### config.mk
export PLATFORM = sky130hd
export DESIGN_NAME = dpg_gpio
export DESIGN_NICKNAME = d
export VERILOG_FILES = /design/src/include/dpg_pkg.sv /design/src/rtl/dpg_gpio.sv /design/src/rtl/dpg_pin_sync.sv
export SDC_FILE = /design/constraint.sdc
export NUM_CORES = 1
export LEC_CHECK = 0
export BUFFER_PORTS_ARGS = -buffer_cell sky130_fd_sc_hd__buf_2
export CORE_ASPECT_RATIO = 1.5
export CORE_MARGIN = 4
export CORE_UTILIZATION = 54
export CTS_CLUSTER_DIAMETER = 200
export DETAILED_ROUTE_END_ITERATION = 8
export PLACE_DENSITY = 0.9
export SYNTH_ARGS = -nofsm -noshare
export SYNTH_HDL_FRONTEND = slang
export SYNTH_SLANG_ARGS = --single-unit
### constraint.sdc
create_clock -name mclk -period 4.7 [get_ports mclk]
set_clock_uncertainty 0.2 [all_clocks]
set_input_delay 0.47 -clock mclk [delete_from_list [all_inputs] [get_ports mclk]]
set_output_delay 0.47 -clock mclk [all_outputs]
set_load 0.02 [all_outputs]
### src/include/dpg_pkg.sv
// Constants and register map of the dual-port GPIO block
package dpg_pkg;

   // ****************************************
   // Widths
   // ****************************************
   localparam int DPG_ADDR_W = 12;
   localparam int DPG_DATA_W = 32;
   localparam int DPG_FP_W = 5;
   localparam int DPG_SP_W = 8;
   localparam int DPG_REG_W = 8;
   localparam int DPG_MON_W = 4;

   // ****************************************
   // Register indices (byte address = 4 * index)
   // ****************************************
   localparam logic [7:0] DPG_IDX_FIRST_PORT_PINS = 8'h05;
   localparam logic [7:0] DPG_IDX_FIRST_PORT_DIRECTION = 8'h85;
   localparam logic [7:0] DPG_IDX_SECOND_PORT_PINS = 8'h06;
   localparam logic [7:0] DPG_IDX_SECOND_PORT_DIRECTION = 8'h86;
   localparam logic [7:0] DPG_IDX_OPTION = 8'h81;
   localparam logic [7:0] DPG_IDX_INTERRUPT_CONTROL = 8'h0b;
   localparam logic [7:0] DPG_IDX_BIT_OP = 8'h90;

   // ****************************************
   // Field positions
   // ****************************************
   localparam int DPG_OD_BIT = 4;
   localparam int DPG_OPT_PULLUP_N_BIT = 7;
   localparam int DPG_ICR_GIE_BIT = 7;
   localparam int DPG_ICR_CHG_EN_BIT = 3;
   localparam int DPG_ICR_CHG_FLAG_BIT = 0;
   localparam int DPG_MON_LO = 4;
   localparam int DPG_MON_HI = 7;
   localparam int DPG_BOP_PORT_BIT = 7;
   localparam int DPG_BOP_VAL_BIT = 6;
   localparam int DPG_BOP_IDX_LO = 0;
   localparam int DPG_BOP_IDX_HI = 2;

   // ****************************************
   // Reset values
   // ****************************************
   localparam logic [DPG_FP_W-1:0] DPG_FP_DIR_RST = 5'h1f;
   localparam logic [DPG_SP_W-1:0] DPG_SP_DIR_RST = 8'hff;
   localparam logic [DPG_REG_W-1:0] DPG_OPTION_RST = 8'hff;
   localparam logic [DPG_FP_W-1:0] DPG_FP_LATCH_RST = 5'h00;
   localparam logic [DPG_SP_W-1:0] DPG_SP_LATCH_RST = 8'h00;
   localparam logic [DPG_MON_W-1:0] DPG_REF_RST = 4'h0;
   localparam logic [DPG_DATA_W-1:0] DPG_RD_ZERO = 32'h0000_0000;

endpackage

### src/rtl/dpg_gpio.sv
// Dual-port GPIO with weak pull-ups and change detection, APB slave
`timescale 1ns/1ps
// Operation
// (RL1) First port has a five-bit output latch and one direction bit per pin.
// (RL2) First-port bit 4 is open drain; other first-port pins are push-pull.
// (RL3) First-port bit 4 also feeds the timer's external clock input.
// (RL4) Direction bit 1 floats the driver; 0 drives the latch bit out.
// (RL5) Port reads return pin levels; port writes update only the latch.
// (RL6) Port writes are read-modify-write: pins sampled, modified, stored in latch; here only the bit operation does this, full writes store pwdata.
// (RL7) Any reset sets all five first-port direction bits to 1.
// (RL8) First-port bits 7 to 5 of data and direction read as zero.
// (RL9) Second port is eight bits, bidirectional, same direction polarity.
// (RL10) One shared active-low bit 7 of option enables all second-port pull-ups.
// (RL11) A pull-up is off whenever its pin is set as an output.
// (RL12) Second-port pull-ups are disabled after power-on reset.
// (RL13) Change detection covers only input pins among second-port pins 7 to 4.
// (RL14) Monitored inputs versus last-read value, mismatches OR-ed into change flag.
// (RL15) Mismatch keeps setting the flag; any port access relatches the reference.
// (RL16) Software clears by accessing the second port, then clearing the flag.
// (RL17) The change interrupt can wake the device from sleep.
// (RL18) A pin change coinciding with the port sample may be missed.
// (RL19) Software should not poll the second port while using change interrupts.
// (RL20) Change flag sets regardless of its enable or the global enable.
// (RL21) Interrupt request when flag and enable both set; also wakes from sleep.
module dpg_gpio (
   input wire logic mclk, // System clock, 50 MHz
   input wire logic srst, // Synchronous reset, active high
   input wire logic psel, // APB select
   input wire logic penable, // APB enable
   input wire logic pwrite, // APB direction, 1 = write
   input wire logic [dpg_pkg::DPG_ADDR_W-1:0] paddr, // APB byte address
   input wire logic [dpg_pkg::DPG_DATA_W-1:0] pwdata, // APB write data
   output logic [dpg_pkg::DPG_DATA_W-1:0] prdata, // APB read data
   output logic pready, // APB ready
   output logic pslverr, // APB error on unmapped address
   input wire logic [dpg_pkg::DPG_FP_W-1:0] fp_pin_in, // First-port pin levels
   output logic [dpg_pkg::DPG_FP_W-1:0] fp_pin_out, // First-port drive value
   output logic [dpg_pkg::DPG_FP_W-1:0] fp_pin_oe, // First-port drive enable
   input wire logic [dpg_pkg::DPG_SP_W-1:0] sp_pin_in, // Second-port pin levels
   output logic [dpg_pkg::DPG_SP_W-1:0] sp_pin_out, // Second-port drive value
   output logic [dpg_pkg::DPG_SP_W-1:0] sp_pin_oe, // Second-port drive enable
   output logic [dpg_pkg::DPG_SP_W-1:0] sp_pullup_on, // Weak pull-up enables
   output logic timer_ext_clk, // Synced open_drain_timer_clock_pin level
   input wire logic sleep_mode, // CPU is asleep
   output logic change_irq, // Change interrupt request
   output logic wake_req // Wake request while asleep
);
   import dpg_pkg::*;

   // ****************************************
   // Decode helpers
   // ****************************************
   function automatic logic reg_hit(
      input logic [DPG_ADDR_W-1:0] addr,
      input logic [7:0] idx
   );
      logic [DPG_ADDR_W-1:0] byte_addr;
      byte_addr = {{(DPG_ADDR_W-10){1'b0}}, idx, 2'b00};
      reg_hit = (addr == byte_addr);
   endfunction

   function automatic logic [DPG_DATA_W-1:0] zext8(input logic [DPG_REG_W-1:0] v);
      zext8 = {{(DPG_DATA_W-DPG_REG_W){1'b0}}, v};
   endfunction

   // ****************************************
   // Declarations
   // ****************************************
   logic [DPG_FP_W-1:0] fp_pins;
   logic [DPG_SP_W-1:0] sp_pins;
   logic [DPG_FP_W-1:0] fp_latch_q;
   logic [DPG_FP_W-1:0] fp_dir_q;
   logic [DPG_SP_W-1:0] sp_latch_q;
   logic [DPG_SP_W-1:0] sp_dir_q;
   logic [DPG_REG_W-1:0] option_q;
   logic gie_q;
   logic chg_en_q;
   logic chg_flag_q;
   logic chg_flag_d;
   logic [DPG_MON_W-1:0] ref_q;
   logic [DPG_DATA_W-1:0] prdata_q;
   logic [DPG_DATA_W-1:0] rd_d;
   logic setup_ph;
   logic access_ph;
   logic wr_acc;
   logic hit_fp_pins;
   logic hit_fp_dir;
   logic hit_sp_pins;
   logic hit_sp_dir;
   logic hit_option;
   logic hit_icr;
   logic hit_bit_op;
   logic mapped;
   logic bop_to_sp;
   logic bop_val;
   logic [2:0] bop_idx;
   logic bop_fp_ok;
   logic [DPG_FP_W-1:0] fp_bop_value;
   logic [DPG_SP_W-1:0] sp_bop_value;
   logic sp_access;
   logic [DPG_MON_W-1:0] mon_pins;
   logic [DPG_MON_W-1:0] mon_inputs;
   logic chg_mismatch;

   // ****************************************
   // Pin synchronisers
   // ****************************************
   dpg_pin_sync #(
      .W(DPG_FP_W)
   ) u_fp_sync (
      .mclk(mclk),
      .srst(srst),
      .pin_async(fp_pin_in),
      .pin_sync(fp_pins)
   );

   dpg_pin_sync #(
      .W(DPG_SP_W)
   ) u_sp_sync (
      .mclk(mclk),
      .srst(srst),
      .pin_async(sp_pin_in),
      .pin_sync(sp_pins)
   );

   // ****************************************
   // APB decode
   // ****************************************
   assign setup_ph = psel & ~penable;
   assign access_ph = psel & penable;
   assign wr_acc = access_ph & pwrite;

   always_comb begin
      hit_fp_pins = 1'b0;
      hit_fp_dir = 1'b0;
      hit_sp_pins = 1'b0;
      hit_sp_dir = 1'b0;
      hit_option = 1'b0;
      hit_icr = 1'b0;
      hit_bit_op = 1'b0;
      if (reg_hit(paddr, DPG_IDX_FIRST_PORT_PINS)) begin
         hit_fp_pins = 1'b1;
      end else if (reg_hit(paddr, DPG_IDX_FIRST_PORT_DIRECTION)) begin
         hit_fp_dir = 1'b1;
      end else if (reg_hit(paddr, DPG_IDX_SECOND_PORT_PINS)) begin
         hit_sp_pins = 1'b1;
      end else if (reg_hit(paddr, DPG_IDX_SECOND_PORT_DIRECTION)) begin
         hit_sp_dir = 1'b1;
      end else if (reg_hit(paddr, DPG_IDX_OPTION)) begin
         hit_option = 1'b1;
      end else if (reg_hit(paddr, DPG_IDX_INTERRUPT_CONTROL)) begin
         hit_icr = 1'b1;
      end else if (reg_hit(paddr, DPG_IDX_BIT_OP)) begin
         hit_bit_op = 1'b1;
      end
   end

   assign mapped = hit_fp_pins | hit_fp_dir | hit_sp_pins | hit_sp_dir
      | hit_option | hit_icr | hit_bit_op;

   // Zero wait states; read data is captured during setup
   assign pready = 1'b1;
   assign pslverr = access_ph & ~mapped;

   // ****************************************
   // Read path
   // ****************************************
   always_comb begin
      rd_d = DPG_RD_ZERO;
      if (hit_fp_pins) begin
         rd_d = zext8({3'b000, fp_pins}); // RL5 RL8
      end else if (hit_fp_dir) begin
         rd_d = zext8({3'b000, fp_dir_q}); // RL8
      end else if (hit_sp_pins) begin
         rd_d = zext8(sp_pins); // RL5
      end else if (hit_sp_dir) begin
         rd_d = zext8(sp_dir_q);
      end else if (hit_option) begin
         rd_d = zext8(option_q);
      end else if (hit_icr) begin
         rd_d[DPG_ICR_GIE_BIT] = gie_q;
         rd_d[DPG_ICR_CHG_EN_BIT] = chg_en_q;
         rd_d[DPG_ICR_CHG_FLAG_BIT] = chg_flag_q;
      end
   end

   always_ff @(posedge mclk) begin
      if (srst) begin
         prdata_q <= DPG_RD_ZERO;
      end else if (setup_ph && !pwrite) begin
         prdata_q <= rd_d;
      end
   end

   assign prdata = prdata_q;

   // ****************************************
   // Hardware bit operation
   // ****************************************
   // Single-bit set or clear done in hardware: the other bits come
   // from the pins, not the latch, so input pins overwrite their latch
   assign bop_to_sp = pwdata[DPG_BOP_PORT_BIT];
   assign bop_val = pwdata[DPG_BOP_VAL_BIT];
   assign bop_idx = pwdata[DPG_BOP_IDX_HI:DPG_BOP_IDX_LO];
   assign bop_fp_ok = (bop_idx < 3'(DPG_FP_W));

   always_comb begin
      fp_bop_value = fp_pins; // RL6
      sp_bop_value = sp_pins; // RL6
      if (bop_fp_ok) begin
         fp_bop_value[bop_idx] = bop_val;
      end
      sp_bop_value[bop_idx] = bop_val;
   end

   // ****************************************
   // First port
   // ****************************************
   always_ff @(posedge mclk) begin
      if (srst) begin
         fp_latch_q <= DPG_FP_LATCH_RST;
      end else if (wr_acc && hit_fp_pins) begin
         fp_latch_q <= pwdata[DPG_FP_W-1:0]; // RL1 RL5 RL6
      end else if (wr_acc && hit_bit_op && !bop_to_sp) begin
         fp_latch_q <= fp_bop_value; // RL6
      end
   end

   always_ff @(posedge mclk) begin
      if (srst) begin
         fp_dir_q <= DPG_FP_DIR_RST; // RL7
      end else if (wr_acc && hit_fp_dir) begin
         fp_dir_q <= pwdata[DPG_FP_W-1:0]; // RL1
      end
   end

   // Push-pull pins drive the latch whenever the direction bit is 0
   // The open-drain pin only ever pulls low
   generate
      for (genvar i = 0; i < DPG_FP_W; i++) begin : g_fp_drv
         if (i == DPG_OD_BIT) begin : g_od
            assign fp_pin_out[i] = 1'b0; // RL2
            assign fp_pin_oe[i] = ~fp_dir_q[i] & ~fp_latch_q[i]; // RL2 RL4
         end else begin : g_pp
            assign fp_pin_out[i] = fp_latch_q[i]; // RL2
            assign fp_pin_oe[i] = ~fp_dir_q[i]; // RL4
         end
      end
   endgenerate

   // Timer sees the pin itself, so an output-low latch also counts
   assign timer_ext_clk = fp_pins[DPG_OD_BIT]; // RL3

   // ****************************************
   // Second port
   // ****************************************
   always_ff @(posedge mclk) begin
      if (srst) begin
         sp_latch_q <= DPG_SP_LATCH_RST;
      end else if (wr_acc && hit_sp_pins) begin
         sp_latch_q <= pwdata[DPG_SP_W-1:0]; // RL5 RL6
      end else if (wr_acc && hit_bit_op && bop_to_sp) begin
         sp_latch_q <= sp_bop_value; // RL6
      end
   end

   always_ff @(posedge mclk) begin
      if (srst) begin
         sp_dir_q <= DPG_SP_DIR_RST;
      end else if (wr_acc && hit_sp_dir) begin
         sp_dir_q <= pwdata[DPG_SP_W-1:0]; // RL9
      end
   end

   always_ff @(posedge mclk) begin
      if (srst) begin
         option_q <= DPG_OPTION_RST; // RL12
      end else if (wr_acc && hit_option) begin
         option_q <= pwdata[DPG_REG_W-1:0];
      end
   end

   assign sp_pin_out = sp_latch_q; // RL9
   assign sp_pin_oe = ~sp_dir_q; // RL4 RL9

   generate
      for (genvar i = 0; i < DPG_SP_W; i++) begin : g_sp_pull
         // Pull-up fights nothing once the pin drives itself
         assign sp_pullup_on[i] = ~option_q[DPG_OPT_PULLUP_N_BIT] // RL10
            & sp_dir_q[i]; // RL11
      end
   endgenerate

   // ****************************************
   // Change detection
   // ****************************************
   // Any completed access to the second port data register, or a
   // hardware bit operation on it, relatches the reference
   assign sp_access = access_ph & (hit_sp_pins | (hit_bit_op & pwrite & bop_to_sp));

   assign mon_pins = sp_pins[DPG_MON_HI:DPG_MON_LO];
   assign mon_inputs = sp_dir_q[DPG_MON_HI:DPG_MON_LO]; // RL13

   // A change landing in the relatch cycle is still compared with the
   // old reference, so it sets the flag before being absorbed
   always_ff @(posedge mclk) begin
      if (srst) begin
         ref_q <= DPG_REF_RST;
      end else if (sp_access) begin
         ref_q <= mon_pins; // RL15 RL18
      end
   end

   assign chg_mismatch = |((mon_pins ^ ref_q) & mon_inputs); // RL13 RL14

   // Set wins over a software clear in the same cycle
   always_comb begin
      chg_flag_d = chg_flag_q;
      if (chg_mismatch) begin
         chg_flag_d = 1'b1; // RL14 RL15 RL20
      end else if (wr_acc && hit_icr) begin
         chg_flag_d = pwdata[DPG_ICR_CHG_FLAG_BIT]; // RL16
      end
   end

   always_ff @(posedge mclk) begin
      if (srst) begin
         chg_flag_q <= 1'b0;
      end else begin
         chg_flag_q <= chg_flag_d;
      end
   end

   always_ff @(posedge mclk) begin
      if (srst) begin
         gie_q <= 1'b0;
         chg_en_q <= 1'b0;
      end else if (wr_acc && hit_icr) begin
         gie_q <= pwdata[DPG_ICR_GIE_BIT];
         chg_en_q <= pwdata[DPG_ICR_CHG_EN_BIT];
      end
   end

   // ****************************************
   // Interrupt and wake
   // ****************************************
   // Global enable is left to the CPU so sleep wake still works with it off
   assign change_irq = chg_flag_q & chg_en_q; // RL21
   assign wake_req = sleep_mode & chg_flag_q & chg_en_q; // RL17 RL21

endmodule

### src/rtl/dpg_pin_sync.sv
// Two-stage synchroniser for asynchronous pin levels
`timescale 1ns/1ps
module dpg_pin_sync #(
   parameter int W = 8
) (
   input wire logic mclk, // System clock
   input wire logic srst, // Synchronous reset, active high
   input wire logic [W-1:0] pin_async, // Raw pin levels
   output logic [W-1:0] pin_sync // Pin levels after two flops
);

   logic [W-1:0] meta_q;
   logic [W-1:0] sync_q;

   // First stage feeds only the second stage
   always_ff @(posedge mclk) begin
      if (srst) begin
         meta_q <= '0;
         sync_q <= '0;
      end else begin
         meta_q <= pin_async;
         sync_q <= meta_q;
      end
   end

   assign pin_sync = sync_q;

endmodule

==> reports/results.ini <==
[sta]
final_max_slew_viol_count = 0
fin_crit_ps = 2930
timing.hold.ws_ps = 120
final-setup-viol-count = 0
fin_setup_tns_ps = 0
hold_viol = 0
worst_pin_slew_ps = 1010
rsz0062_at_grt = false
slew_headroom_pct = 32.6
fmax_mhz = 341
fin_crit_sh_pct = 62.4

[logic_synthesis]
yosys.cell_count.top_type = dfxtp_1
yosysWarnings = 0
synthTopCellsByCount = 75 x dfxtp_1, 48 x nand2_1, 35 x nor2_1
ys_seq_area_share_pct = 39.9
syn_area_um2 = 3760
synth_top_flop_cell = dfxtp_1
ys_types = 49
ys_ff_latch = 75
yosysTopAreaCell = dfxtp_1
async_flop_share_pct = 0
postSynthCellCount = 441
synth-edff-count = 0
syn_area_per_cell_um2 = 8.53
yosys.area.top_type_share_pct = 39.9
yosys-top-cells-area = dfxtp_1 40%, mux2i_1 8.2%, buf_4 6.0%, nor2b_1 4.8%, nand2_1 4.8%

[drt]
viasPerCell = 5.79
drt_iter0_markers = 304
vias = 3384
drt-total-wl_um = 9810
firstDrtPassIters = 5
drc_errors = 0
avgRoutedWirePerCell_um = 16.8
ant_nets = 0

[power]
power.total_mw = 1.24
power-per-cell-area_nw_per_um2 = 294
irDropWorstVdd_mv = 0.213
p_leak_nw = 1.92

[die]
coreArea_um2 = 6810
die_w_um = 76.2
die_h_um = 110
io_pins = 134
dieArea_um2 = 8390
initial_core_util_pct = 55.3
fp-row-count = 37

[run_status]
outcome = completed

[clock_tree]
h-tree-depth = 3
clk_pin_slew_ps = 70
ctsHoldBuffers = 0
ctsRootBufferMaster = clkbuf_8
clock_sinks = 75
cts.repair.resized = 0
postCtsSetupRepairBufs = 0
clockBufferDepth = 2
tritoncts = yes
clk_latency_ps = 360
cts_made_buffers = 9

[grt]
grt_pass1_vias = 3046
grt_pass1_wl_um = 15000
grt.overflow.total = 0
grt_max_degree = 43
antenna_found_initial = 0
grt_util_all_layers_pct = 22.5

[cells_and_area]
instances_no_fill = 584
syn2layout_area_growth_pct = 11.7
multi_input_area_um2 = 1950
fillerInstances = 581
ff_latch_area_um2 = 1500
nets = 565
drive_gt1_share_pct = 22.7
num_antenna_cells = 0

[worst_setup_path]
cp-start-kind = input port
critPathCaptureType = output pin
crit_arrival_ps = 2260
critPathLaunch = paddr[9]
rrSetupSlack_ps = 3190
r2r_start = u_sp_sync.pin_sync[4]
reg2reg_to = prdata[4]
criticalPathCategory = input port to output pin
reg2regPathDepth = 5
crit_fanout = 22
cp.required_ps = 4030

[place]
hpwl_um = 7110
io_buffers = 83
routabilityCongestion = 0.919
dpl.cell_count = 569

[hold_path]
hold_path_depth = 2
worstHoldStart = sp_pin_in[4]
min_path_type = input port to flip-flop
min_to = u_sp_sync.meta_q[4]

[job]
drv_cap = 0

per-stage QoR:
step                      setup WS [ps]  area (um^2)  util [%]
final                              1770         4200      61.8
after CTS                          1870         4200      61.8
after global routing               1560         4200      61.8
after global placement             1690         4030      59.2
after detailed placement           1630         4030      59.2
after floorplan                    2220         3850         -
worst max-delay path by stage:
stage                        to  slack [ps]  depth (start not counted)
global placement    option_q[7]        1690                          6
floorplan               pslverr        2220                          5
CTS                     pslverr        1870                          7
global route            pslverr        1560                          7
detailed placement  option_q[2]        1630                          6
finish                  pslverr        1770                          7
area by class of cell:
type / instances / area share (%)
timing repair buffer: 83 / 9.88
sequential: 75 / 35.7
clock inverter: 3 / 0.953
tap: 78 / 2.32
inverter: 16 / 1.43
clock buffer: 12 / 3.22
multi-input combinational: 317 / 46.5
where the power goes:
| part | internal [mW] | switching, mW | total, mW |
|---|---|---|---|
| clock | 0.241 | 0.222 | 0.463 |
| combinational | 0.0388 | 0.0814 | 0.120 |
| sequential | 0.648 | 0.00674 | 0.654 |
registers in the layout, indices dropped and copies added, names as in the netlist:
signal	count
prdata	8
chg_en_q	1
fp_latch_q	5
ref_q	4
gie_q	1
u_sp_sync.pin_sync	8
u_sp_sync.meta_q	8
sp_dir_q	8
u_fp_sync.meta_q	5
chg_flag_q	1
option_q	8
u_fp_sync.pin_sync	5
sp_pin_out	8
fp_dir_q	5
cells in the final DEF, fill, tap and decap left out, drive strengths merged, types with 2 or more instances in the layout:
| master | synthesis | layout |
|---|---|---|
| buf | 36 | 83 |
| dfxtp | 75 | 75 |
| nand2 | 48 | 48 |
| nor2 | 35 | 35 |
| mux2i | 31 | 31 |
| nor2b | 29 | 29 |
| conb | 2 | 26 |
| o21ai | 26 | 26 |
| inv | 16 | 16 |
| nand3 | 12 | 12 |
| o211ai | 12 | 12 |
| clkbuf | 21 | 12 |
| mux2 | 11 | 11 |
| nor3 | 10 | 10 |
| a21oi | 9 | 9 |
| a22oi | 7 | 7 |
| o22ai | 6 | 6 |
| nor4 | 6 | 6 |
| and2 | 4 | 4 |
| a31oi | 4 | 4 |
| xnor2 | 4 | 4 |
| nand2b | 3 | 3 |
| nand3b | 3 | 3 |
| and4 | 3 | 3 |
| nor3b | 3 | 3 |
| a211o | 3 | 3 |
| or3 | 3 | 3 |
| and3 | 2 | 2 |
| or2 | 2 | 2 |
| nand4 | 2 | 2 |
| or3b | 2 | 2 |
| a222oi | 2 | 2 |
| clkinv | 0 | 2 |
layer usage:
| layer | global-route usage (%) | wire, um | share of wire (%) |
|---|---|---|---|
| met1 | 24.5 | 3740 | 38 |
| met2 | 39.6 | 5020 | 51 |
| met3 | 5.61 | 727 | 7.4 |
| met4 | 13.1 | 327 | 3.3 |
| met5 | 0 | 0 | 0 |
worst max-delay path, stage by stage:
cell and delay [ps]:
buf_2 380, inv_1 190, nor4_1 560, a31oi_1 170, o22ai_1 210, a211oi_1 100, buf_2 190
cells by family (layout without fill, tap and decap cells):
kind of cell / Yosys count / in the layout / share of synthesized area [%]
AOI/OAI and AO/OA: 76 / 76 / 13.0
xor gates and xnor gates: 4 / 4 / 0.931
buffers and inverters: 73 / 114 / 10.6
DFF: 75 / 75 / 39.9
muxes: 42 / 42 / 11.5
other: 2 / 26 / 0.200
and+or+nand+nor: 169 / 169 / 23.9
Power figures use the tool's default switching activity.
